==> config.mk <==
export PLATFORM = sky130hd
export DESIGN_NAME = fapes_seq
export DESIGN_NICKNAME = d
export VERILOG_FILES = /design/src/pkg/fapes_pkg.sv /design/src/fapes_timer.sv /design/src/fapes_protect.sv /design/src/fapes_seq.sv
export SDC_FILE = /design/constraint.sdc
export NUM_CORES = 1
export LEC_CHECK = 0
export BUFFER_PORTS_ARGS = -buffer_cell sky130_fd_sc_hd__buf_4
export CELL_PAD_IN_SITES_DETAIL_PLACEMENT = 1
export CELL_PAD_IN_SITES_GLOBAL_PLACEMENT = 2
export CORE_UTILIZATION = 33
export DETAILED_ROUTE_END_ITERATION = 7
export PLACE_DENSITY = 0.85
export SLEW_MARGIN = 20
export SYNTH_ARGS = -nofsm -noshare
export SYNTH_HDL_FRONTEND = slang
export SYNTH_SLANG_ARGS = --single-unit
export TNS_END_PERCENT = 1
==> constraint.sdc <==
create_clock -name ref_clk -period 3.4 [get_ports ref_clk]
set_input_delay 0.34 -clock ref_clk [delete_from_list [all_inputs] [get_ports ref_clk]]
set_output_delay 0.34 -clock ref_clk [all_outputs]
set_load 0.1 [all_outputs]
==> src/pkg/fapes_pkg.sv <==
// shared constants, register map and helpers for the flash sequencer
package fapes_pkg;
  // bus clock in MHz
  localparam int CLK_MHZ = 40;
  // minimum waits in ns; counts round up to whole cycles
  localparam int NV_SETUP_NS = 10000;
  localparam int NV_SETUP_CYC = (NV_SETUP_NS * CLK_MHZ + 999) / 1000;
  localparam int PROG_SETUP_NS = 5000;
  localparam int PROG_SETUP_CYC = (PROG_SETUP_NS * CLK_MHZ + 999) / 1000;

  // register byte offsets
  localparam logic [7:0] OFS_CTRL = 8'h00;
  localparam logic [7:0] OFS_PROT = 8'h04;
  localparam logic [7:0] OFS_ADDR = 8'h08;
  localparam logic [7:0] OFS_DATA = 8'h0C;
  localparam logic [7:0] OFS_STAT = 8'h10;

  // control field positions
  localparam int BIT_PROG = 0;
  localparam int BIT_ERASE = 1;
  localparam int BIT_MASS = 2;
  localparam int BIT_HV = 3;

  // status field positions
  localparam int BIT_ROW_FAIL = 0;
  localparam int BIT_HV_REFUSED = 1;
  localparam int BIT_SETUP_DONE = 2;
  localparam int BIT_STANDBY = 3;
  localparam int STEP_LSB = 4;

  // values after reset, the no-protect code and the last array address
  localparam logic [7:0] PROT_RESET = 8'hFF;
  localparam logic [15:0] ADDR_RESET = 16'h0000;
  localparam logic [7:0] PROT_NONE = 8'hFF;
  localparam logic [15:0] ARRAY_END = 16'h7FFF;

  // sequence steps, gray coded along the usual path
  typedef enum logic [2:0] {
    ST_IDLE  = 3'b000,
    ST_SEL   = 3'b001,
    ST_PROT  = 3'b011,
    ST_LATCH = 3'b010,
    ST_HV    = 3'b110
  } fapes_state_t;

  // row of 64 bytes
  function automatic logic [9:0] row_of(input logic [15:0] a);
    return a[15:6];
  endfunction

  // page of 128 bytes
  function automatic logic [8:0] page_of(input logic [15:0] a);
    return a[15:7];
  endfunction
endpackage

==> src/fapes_timer.sv <==
// cycle counter that flags when a minimum wait has elapsed
module fapes_timer #(
  parameter int LIMIT = fapes_pkg::NV_SETUP_CYC
) (
  input wire logic ref_clk,  // bus clock
  input wire logic sys_rst,  // sync reset
  input wire logic start,    // restart the wait
  input wire logic clear,    // abandon the wait
  output logic done          // wait elapsed, level
);
  import fapes_pkg::*;

  localparam int CW = $clog2(LIMIT + 1);

  generate
    if (LIMIT < 1) begin : g_bad
      $error("fapes_timer: LIMIT must be at least one cycle");
    end
  endgenerate

  logic [CW-1:0] cnt;
  logic [CW-1:0] next_cnt;
  logic next_done;

  // count up to the limit and stay there
  always_comb begin
    next_cnt = cnt;
    next_done = done;
    if (clear) begin
      next_cnt = '0;
      next_done = 1'b0;
    end else if (start) begin
      next_cnt = CW'(1);
      next_done = (LIMIT == 1);
    end else if (cnt != '0 && !done) begin
      next_cnt = cnt + CW'(1);
      next_done = (next_cnt == CW'(LIMIT));
    end
  end

  // register the count
  always_ff @(posedge ref_clk) begin
    if (sys_rst) begin
      cnt <= '0;
      done <= 1'b0;
    end else begin
      cnt <= next_cnt;
      done <= next_done;
    end
  end
endmodule

==> src/fapes_protect.sv <==
// decides whether a target address lies in the protected range
module fapes_protect (
  input wire logic [7:0] prot,   // protection start byte
  input wire logic [15:0] addr,  // target address
  output logic hit               // target is protected
);
  import fapes_pkg::*;

  logic [15:0] start_addr;

  // start is bits 14..7; all ones means nothing protected
  always_comb begin
    start_addr = {1'b0, prot, 7'h00};
    hit = (prot != PROT_NONE) && (addr >= start_addr) &&
          (addr <= ARRAY_END);
  end
endmodule

==> src/fapes_seq.sv <==
// flash array program and erase sequencer with apb register access
// Operation
// - erase removes the 128-byte page chosen by the dummy write address
// - programming acts on aligned 64-byte rows
// - writes from another row in one cycle fail
// - dummy write after the protect read latches the address; setup wait before hv
// - wait mode during an operation suspends it into standby
// - stop mode during an operation suspends it into standby
// - in read mode, wait or stop changes nothing
// - standby drives every array control inactive
// - hv sets only with a selection and all prior steps done
// - program and erase select are never both one
// - hv refused when the target lies in the protected range
// - protect byte gives address bits 14..7 of the protected start
module fapes_seq (
  input wire logic ref_clk,                  // bus clock
  input wire logic sys_rst,                  // sync reset
  input wire logic psel,                     // apb select
  input wire logic penable,                  // apb enable
  input wire logic pwrite,                   // apb direction
  input wire logic [7:0] paddr,              // apb byte address
  input wire logic [31:0] pwdata,            // apb write data
  output logic [31:0] prdata,                // apb read data
  output logic pready,                       // apb ready
  output logic pslverr,                      // apb error
  input wire logic wait_mode,                // cpu in wait mode
  input wire logic stop_mode,                // cpu in stop mode
  output logic arr_prog,                     // program select to array
  output logic arr_erase,                    // erase select to array
  output logic arr_mass,                     // whole array select
  output logic arr_hv,                       // charge pump on
  output logic arr_wr,                       // byte write strobe
  output logic [15:0] arr_addr,              // array address
  output logic [7:0] arr_data,               // array data
  output logic standby                       // array in standby
);
  import fapes_pkg::*;

  // control and sequence state
  fapes_state_t state, next_state;
  logic program_select, next_program_select;
  logic erase_select, next_erase_select;
  logic whole_array_select, next_whole_array_select;
  logic high_voltage_enable, next_high_voltage_enable;
  logic [7:0] protect_start_register, next_protect_start_register;
  logic [15:0] target_addr, next_target_addr;
  logic [15:0] latch_addr, next_latch_addr;
  logic row_fail, next_row_fail;
  logic hv_refused, next_hv_refused;
  logic wr_pulse, next_wr_pulse;
  logic [7:0] wr_data, next_wr_data;

  // bus response state
  logic [31:0] rd_q, next_rd_q;
  logic err_q, next_err_q;

  logic acc_wr, acc_rd, setup_phase, low_pwr;
  logic tgt_prot, setup_done, hv_allowed, start_nvs, clr_nvs, hv_deny;
  logic req_prog, req_erase, req_hv, same_row;
  logic [31:0] ctrl_word, stat_word;

  assign acc_wr = psel && penable && pwrite;
  assign acc_rd = psel && penable && !pwrite;
  assign setup_phase = psel && !penable;
  assign low_pwr = wait_mode || stop_mode;

  // requested bits of a control write
  assign req_prog = pwdata[BIT_PROG];
  assign req_erase = pwdata[BIT_ERASE];
  assign req_hv = pwdata[BIT_HV];
  assign same_row = row_of(target_addr) == row_of(latch_addr);

  // protected-range compare on the latched target
  fapes_protect u_protect (
    .prot (protect_start_register),
    .addr (latch_addr),
    .hit  (tgt_prot)
  );

  // nv setup wait runs from the dummy write
  fapes_timer #(
    .LIMIT (NV_SETUP_CYC)
  ) u_nvs (
    .ref_clk (ref_clk),
    .sys_rst (sys_rst),
    .start   (start_nvs),
    .clear   (clr_nvs),
    .done    (setup_done)
  );

  // hv gate also waits the setup time; protected refused
  assign hv_allowed = (state == ST_LATCH) && setup_done && !tgt_prot &&
                      (program_select || erase_select);

  // sequence step and control bits
  always_comb begin
    next_state = state;
    next_program_select = program_select;
    next_erase_select = erase_select;
    next_whole_array_select = whole_array_select;
    next_high_voltage_enable = high_voltage_enable;
    next_protect_start_register = protect_start_register;
    next_target_addr = target_addr;
    next_latch_addr = latch_addr;
    next_row_fail = row_fail;
    next_hv_refused = hv_refused;
    next_wr_pulse = 1'b0;
    next_wr_data = wr_data;
    start_nvs = 1'b0;
    clr_nvs = 1'b0;
    hv_deny = 1'b0;
    if (acc_wr && paddr == OFS_CTRL) begin
      // a write asking for both selects leaves the select and mass bits unchanged
      if (!(req_prog && req_erase)) begin
        next_program_select = req_prog;
        next_erase_select = req_erase;
        next_whole_array_select = pwdata[BIT_MASS];
      end
      if (!req_hv) begin
        next_high_voltage_enable = 1'b0;
      end else if (!high_voltage_enable) begin
        // hv only after select, protect read, write and setup
        if (hv_allowed && (next_program_select || next_erase_select)) begin
          next_high_voltage_enable = 1'b1;
          next_state = ST_HV;
        end else begin
          next_hv_refused = 1'b1;
          hv_deny = 1'b1;
        end
      end
    end
    if (acc_wr && paddr == OFS_PROT) begin
      next_protect_start_register = pwdata[7:0];
    end
    if (acc_wr && paddr == OFS_ADDR) begin
      next_target_addr = pwdata[15:0];
    end
    // a new selection starts a fresh sequence
    if (state == ST_IDLE && (next_program_select || next_erase_select)) begin
      next_state = ST_SEL;
      next_row_fail = 1'b0;
      // a refusal in the same write wins over the clear
      next_hv_refused = hv_deny;
      clr_nvs = 1'b1;
    end
    // protect must be read after selecting
    if (state == ST_SEL && acc_rd && paddr == OFS_PROT) begin
      next_state = ST_PROT;
    end
    if (acc_wr && paddr == OFS_DATA) begin
      if (state == ST_PROT) begin
        // dummy write latches the page or row
        next_latch_addr = target_addr;
        next_state = ST_LATCH;
        start_nvs = 1'b1;
      end else if (state == ST_HV && program_select) begin
        // bytes outside the latched row fail and never reach the array
        if (same_row) begin
          next_wr_pulse = 1'b1;
          next_wr_data = pwdata[7:0];
        end else begin
          next_row_fail = 1'b1;
        end
      end
    end
    // sequence ends once both selects and hv are clear
    if (!next_program_select && !next_erase_select &&
        !next_high_voltage_enable) begin
      next_state = ST_IDLE;
    end
    // a halted cpu issues no writes; outputs gate below
    if (low_pwr && state != ST_IDLE) begin
      next_wr_pulse = 1'b0;
    end
  end

  always_ff @(posedge ref_clk) begin
    if (sys_rst) begin
      state <= ST_IDLE;
      program_select <= 1'b0;
      erase_select <= 1'b0;
      whole_array_select <= 1'b0;
      high_voltage_enable <= 1'b0;
      protect_start_register <= PROT_RESET;
      target_addr <= ADDR_RESET;
      latch_addr <= ADDR_RESET;
      row_fail <= 1'b0;
      hv_refused <= 1'b0;
      wr_pulse <= 1'b0;
      wr_data <= 8'h00;
    end else begin
      state <= next_state;
      program_select <= next_program_select;
      erase_select <= next_erase_select;
      whole_array_select <= next_whole_array_select;
      high_voltage_enable <= next_high_voltage_enable;
      protect_start_register <= next_protect_start_register;
      target_addr <= next_target_addr;
      latch_addr <= next_latch_addr;
      row_fail <= next_row_fail;
      hv_refused <= next_hv_refused;
      wr_pulse <= next_wr_pulse;
      wr_data <= next_wr_data;
    end
  end

  // standby only while an operation is in progress
  assign standby = low_pwr && (state != ST_IDLE);

  // every array control inactive in standby
  assign arr_prog = program_select && !standby;
  assign arr_erase = erase_select && !standby;
  assign arr_mass = whole_array_select && !standby;
  assign arr_hv = high_voltage_enable && !standby;
  assign arr_wr = wr_pulse && !standby;
  // address steered within the latched row
  assign arr_addr = standby ? 16'h0000 :
                    {latch_addr[15:6], (wr_pulse ? target_addr[5:0] :
                                        latch_addr[5:0])};
  assign arr_data = standby ? 8'h00 : wr_data;

  // readback words
  always_comb begin
    ctrl_word = 32'h0000_0000;
    ctrl_word[BIT_PROG] = program_select;
    ctrl_word[BIT_ERASE] = erase_select;
    ctrl_word[BIT_MASS] = whole_array_select;
    ctrl_word[BIT_HV] = high_voltage_enable;
    stat_word = 32'h0000_0000;
    stat_word[BIT_ROW_FAIL] = row_fail;
    stat_word[BIT_HV_REFUSED] = hv_refused;
    stat_word[BIT_SETUP_DONE] = setup_done;
    stat_word[BIT_STANDBY] = standby;
    stat_word[STEP_LSB +: 3] = state;
  end

  // read data and error captured in the setup phase
  always_comb begin
    next_rd_q = rd_q;
    next_err_q = err_q;
    if (setup_phase) begin
      next_err_q = 1'b0;
      case (paddr)
        OFS_CTRL: next_rd_q = ctrl_word;
        OFS_PROT: next_rd_q = {24'h000000, protect_start_register};
        OFS_ADDR: next_rd_q = {16'h0000, target_addr};
        OFS_DATA: next_rd_q = {24'h000000, wr_data};
        OFS_STAT: next_rd_q = stat_word;
        default: begin
          next_rd_q = 32'h0000_0000;
          next_err_q = 1'b1;
        end
      endcase
    end
  end

  // register the bus answer
  always_ff @(posedge ref_clk) begin
    if (sys_rst) begin
      rd_q <= 32'h0000_0000;
      err_q <= 1'b0;
    end else begin
      rd_q <= next_rd_q;
      err_q <= next_err_q;
    end
  end

  // zero wait states: answer in the first access cycle
  assign pready = psel && penable;
  assign prdata = rd_q;
  assign pslverr = psel && penable && err_q;
endmodule

# == Word-level counts from Yosys, hierarchy flattened ==
# Cells that the tools add are included.
# word_totals
register_bits,101
in_bits,47
out_inout_bits,64
wordCells,137
# classes
addsub,1
order_cmp,2
eq_ne,13
n_mux,43
bitwise,4
reduce_logical,57
# op_table
cell,n
$pmux W16 S5,1
$mux W1,31
$logic_and A1 B1 Y1,29
$mux W3,8
$eq A8 B4 Y1 const B,2
$ge A16 B15 Y1,1
$le A16 B15 Y1 const B,1
$mux W16,1
$eq A10 B10 Y1,1
$reduce_or A5 Y1,2
$add A9 B1 Y9 const B,1
$eq A9 B9 Y1 const B,1
$reduce_bool A9 Y1,1
$eq A8 B3 Y1 const B,1
$eq A8 B5 Y1 const B,1
$logic_not A1 Y1,8
$logic_not A8 Y1,1
$mux W8,1
$ne A8 B8 Y1 const B,1
$reduce_and A4 Y1,2
$eq A3 B2 Y1 const B,2
$mux W6,1
$reduce_bool A2 Y1,3
$logic_or A1 B1 Y1,4
9 further kinds,15

# == Longest topological paths before layout ==
# logic_depth
word_depth,15
mapped_depth,8
mapped_depth_nobuf,7

# == Hierarchy ==
# From an unflattened synthesis, not the netlist that was laid out.
# unflattened
cells_unflattened,541
hier_area_um2,4616.9
# by_module_without_submodules
mod,n_inst,cells_per_inst,area_per_inst_um2,seq_area_each_um2
fapes_seq,1,430,3629.7,1501.4
fapes_timer,1,77,705.7,200.2
fapes_protect,1,34,281.5,0.0

# == Least setup slack after synthesis ==
# OpenSTA, ideal clock, no wires.
# synth_timing
path_type,register -> output
start,reg state[2]
end,out arr_addr[7]
t_arrival_ps,3168
required_ps,3060
path_slack_ps,-108
path_stages_with_launch,6
n_path_buf,1
cell_sequence,dfxtp_1 nor3_1 or2_2 clkbuf_1 clkinv_1 nor2_1
# synth_between
elab_chain_len,3
# synth_rtl
element,line,text
start: declaration,fapes_seq.sv:40,"fapes_state_t state, next_state;"
start signal: assignment,fapes_seq.sv:192,state <= next_state;
$reduce_bool A3 Y1,fapes_seq.sv:208,assign standby = low_pwr && (state != ST_IDLE);
$logic_and A1 B1 Y1,fapes_seq.sv:208,
net standby,fapes_seq.sv:35,output logic standby
$mux W16,fapes_seq.sv:217,assign arr_addr = standby ? 16'h0000 :
end: declaration,fapes_seq.sv:33,"output logic [15:0] arr_addr,"
# The timed path passes the listed nets, and every way through them passes these cells.

# == Final worst setup path ==
# layout_timing
start,reg state[2]
end,out arr_addr[1]
# layout_between
elab_chain_len,3
# layout_rtl
element,line
$reduce_bool A3 Y1,fapes_seq.sv:208
$logic_and A1 B1 Y1,fapes_seq.sv:208
$mux W16,fapes_seq.sv:217
# Every way passes these cells.

==> results.tsv <==
stage	metric	value	unit
sta	slew-limit-headroom	42.53	%
worst_setup_path	timing.critical_path.arrival	2260	ps
worst_setup_path	setup.worst_path.class	reg2out	
power	power.ir.vdd_worst	0.1717	mV
worst_setup_path	cp-end-kind	primary output	
cts	count_of_h_tree_levels_built_during_cts	3	
logic_synthesis	syn_area	4488	um2
logic_synthesis	post-synth-top-count-cell	sky130_fd_sc_hd__dfxtp_1	
cts	cts.sinks	85	
cts	cts_repair_resize_count	0	
place	globalplace.congestion	0.8296	
worst_setup_path	crit_path_max_fanout	13	
place	postPlaceCellArea	5135	um2
power	cellLeakagePower	2.195	nW
sta	layout_setup_ws	798.0	ps
floorplanning	core_area	13240	um2
place	dp_hpwl	10.48	mm
grt	grt_max_degree	76	
floorplanning	die_area	14070	um2
logic_synthesis	yosysTopAreaCell	sky130_fd_sc_hd__dfxtp_1	
sta	finClkSkew	5.412	ps
sta	worst_slew_pin_slew	862.0	ps
power	power_density	416.1	nW/um2
logic_synthesis	synth_top_cells_by_count	sky130_fd_sc_hd__dfxtp_1, sky130_fd_sc_hd__nand2_1, sky130_fd_sc_hd__a21oi_1	
cts	cts_setup_buffers	0	
cts	path_clk_slew	60	ps
floorplanning	die-height	118.6	um
status	status	finished, final reports clean	
finish	antenna_cells_inserted	0	
cts	total_cts_buffers	9	
logic_synthesis	synth_flop_cell	sky130_fd_sc_hd__dfxtp_1	
logic_synthesis	syn_avg_cell_area	7.943	um2
grt	grt_antenna_before_repair	0	
grt	grt-ovfl-total	0	
logic_synthesis	synth.area.top_cells	sky130_fd_sc_hd__dfxtp_1, sky130_fd_sc_hd__nand2_1, sky130_fd_sc_hd__a21oi_1, sky130_fd_sc_hd__nand3_1, sky130_fd_sc_hd__and2_1	
routing	drt.antenna.violating_nets	0	
logic_synthesis	synthArstFlopShare	0	%
sta	grt_setup_unrepaired	no	
routing	detail_route.wirelength	14.47	mm
floorplanning	core.rowCount	42	
routing	detail_route.drc_violations	0	
sta	timing.final.crit_period	2602	ps
finish	post-route-cell-area	5429	um2
finish	multi_input_gate_area	2534	um2
cts	holdBufCountCts	0	
routing	wl_per_cell	17.91	um
logic_synthesis	post_synth_inst_count	565	
routing	detail_route.vias_per_cell	5.308	
sta	report.final.setup_viol	0	
logic_synthesis	synth.ff_latch_count	85	
place	numPortBuffers	78	
cts	clk_latency	350	ps
grt	gr-usage-all-layers	21.53	%
sta	hold_violations	0	
place	place_worst_setup_slack	655.1	ps
grt	first_pass_grt_wire_length	23.38	mm
logic_synthesis	synth_edf_count	0	
routing	route.vias.total	4289	
job	maxCapViolCount	0	
finish	finalNetCount	685	
grt	grt_pass1_vias	4373	
sta	final_min_period_over_clock_period	76.53	%
worst_setup_path	critical_path_required	3060	ps
sta	report.final.slew_viol_count	0	
logic_synthesis	synthDistinctLibCells	61	
floorplanning	io_pins	111	
cts	max-clock-path-buffers	2	
finish	final-seq-area	1702	um2
cts	tritoncts	built	
logic_synthesis	yosys_warn_count	0	
logic_synthesis	synth.yosys.seq_area_share	37.91	%
finish	area_growth_syn_to_layout	20.96	%
sta	hold_ws	247.2	ps
cts	cts.root.buffer_cell	sky130_fd_sc_hd__clkbuf_16	
routing	first_iter_violations	229	
worst_setup_path	start_kind	flip-flop	
sta	fmaxAchievable	384.3	MHz
hold_path	timing.hold.worst.class	in2reg	
floorplanning	chipWidth	118.6	um
floorplanning	floorplan.initialDensity	33.89	%
logic_synthesis	synth_top_area_share	37.91	%
routing	detailedRoute.firstPassIterationCount	5	
finish	post_route_cells_drive_above_1_share	17.88	%
finish	final.fill_count	1637	
==> through the flow <==
stage,power [mW],utilization (%),setup TNS (ps),cells
3_3_place_gp,1.282,38.78,0,792
2_1_floorplan,1.230,-,-710.1,580
3_5_place_dp,1.286,38.78,0,792
4_1_cts,2.280,41.00,0,808
5_1_grt,2.340,41.00,0,808
6_report,2.259,41.00,0,808
==> final cells by class <==
cell class | instances | area share [%]
multi-input cells | 434 | 46.67
repair buffers | 84 | 11.62
clock buffers | 12 | 4.540
clock inverters | 4 | 0.8758
well taps | 176 | 4.056
flip-flops and latches | 85 | 31.34
inverters | 13 | 0.8988
==> power breakdown <==
part	leakage, nW	switching [mW]	internal [mW]
Sequential	0.686	0.0104	1.00
Clock	0.143	0.409	0.587
Combinational	1.37	0.187	0.0605
Total	2.19	0.606	1.65
==> critical path: stages (launching register included) <==
cell and delay [ps]:
sky130_fd_sc_hd__dfxtp_1 370, sky130_fd_sc_hd__nor3_1 330, sky130_fd_sc_hd__or2_2 370, sky130_fd_sc_hd__clkinv_1 330, sky130_fd_sc_hd__nor2_1 200, sky130_fd_sc_hd__buf_4 310
==> logic make-up after synthesis <==
kind of cell	after synthesis	share of synthesized area, %
flip-flops	85	37.91
buffers and inverters	61	7.025
AO/OA/AOI/OAI	120	16.84
XOR/XNOR	19	3.708
other	1	0.08356
adder cells (fa/ha/maj)	11	3.067
AND/OR/NAND/NOR	257	28.83
multiplexers	11	2.537
==> metal layers <==
| metal | GRT usage [%] | up-vias | wire, um |
|---|---|---|---|
| met4 | 9.968 | 0 | 359 |
| met5 | 0 | - | 0 |
| met2 | 35.64 | 92 | 6986 |
| met1 | 27.43 | 2091 | 6540 |
| li1 | - | 2084 | - |
| met3 | 3.234 | 22 | 585 |
==> cell usage in the layout (no fill, tap or decap), types with 2 or more instances in the layout <==
cell,netlist,final
sky130_fd_sc_hd__a22oi_1,3,3
sky130_fd_sc_hd__nor3_1,13,13
sky130_fd_sc_hd__or3_1,3,3
sky130_fd_sc_hd__nor3b_1,2,2
sky130_fd_sc_hd__nor4_1,5,5
sky130_fd_sc_hd__a211oi_1,9,9
sky130_fd_sc_hd__o21ai_0,13,13
sky130_fd_sc_hd__dfxtp_1,85,85
sky130_fd_sc_hd__a211o_1,8,8
sky130_fd_sc_hd__mux2_2,3,3
sky130_fd_sc_hd__buf_4,16,84
sky130_fd_sc_hd__clkinv_2,0,2
sky130_fd_sc_hd__a22o_1,3,3
sky130_fd_sc_hd__or2_2,4,4
sky130_fd_sc_hd__nor4b_1,3,2
sky130_fd_sc_hd__nand3_1,39,39
sky130_fd_sc_hd__clkbuf_16,0,9
sky130_fd_sc_hd__a21oi_1,60,60
sky130_fd_sc_hd__clkbuf_1,22,2
sky130_fd_sc_hd__conb_1,1,16
sky130_fd_sc_hd__nand2b_1,4,4
sky130_fd_sc_hd__o31a_1,2,2
sky130_fd_sc_hd__mux2i_1,8,8
sky130_fd_sc_hd__nor2b_1,4,4
sky130_fd_sc_hd__nand3b_1,2,2
sky130_fd_sc_hd__xor2_1,10,10
sky130_fd_sc_hd__nor2_1,39,39
sky130_fd_sc_hd__or4_1,5,5
sky130_fd_sc_hd__and3_1,12,12
sky130_fd_sc_hd__inv_1,12,12
sky130_fd_sc_hd__nand4_1,7,7
sky130_fd_sc_hd__nand2_1,82,82
sky130_fd_sc_hd__a31oi_1,4,4
sky130_fd_sc_hd__ha_1,11,11
sky130_fd_sc_hd__a222oi_1,3,3
sky130_fd_sc_hd__and2_1,24,24
sky130_fd_sc_hd__xnor2_1,9,9
sky130_fd_sc_hd__o22ai_1,2,2
sky130_fd_sc_hd__a221oi_1,3,3
==> state kept, by name, summed over array words and instances, names as in the netlist, 3 cells and up <==
signal                  cells
latch_addr                 16
prdata                     16
wr_data                     8
target_addr                16
state                       3
u_nvs.cnt                   9
protect_start_register      8
==> final timing paths <==
check	start	end	slack, ps	depth (start not counted)
max reg2reg	latch_addr[7]$_SDFFE_PP0P_	high_voltage_enable$_SDFF_PP0_	1030	7
min reg2reg	prdata[13]$_SDFFE_PP0P_	prdata[13]$_SDFFE_PP0P_	460	2
min	pwdata[10]	target_addr[10]$_SDFFE_PP0P_	250	3
max	state[2]$_SDFF_PP0_	arr_addr[1]	800	5
Note: power is estimated with default switching activity, not from simulation.
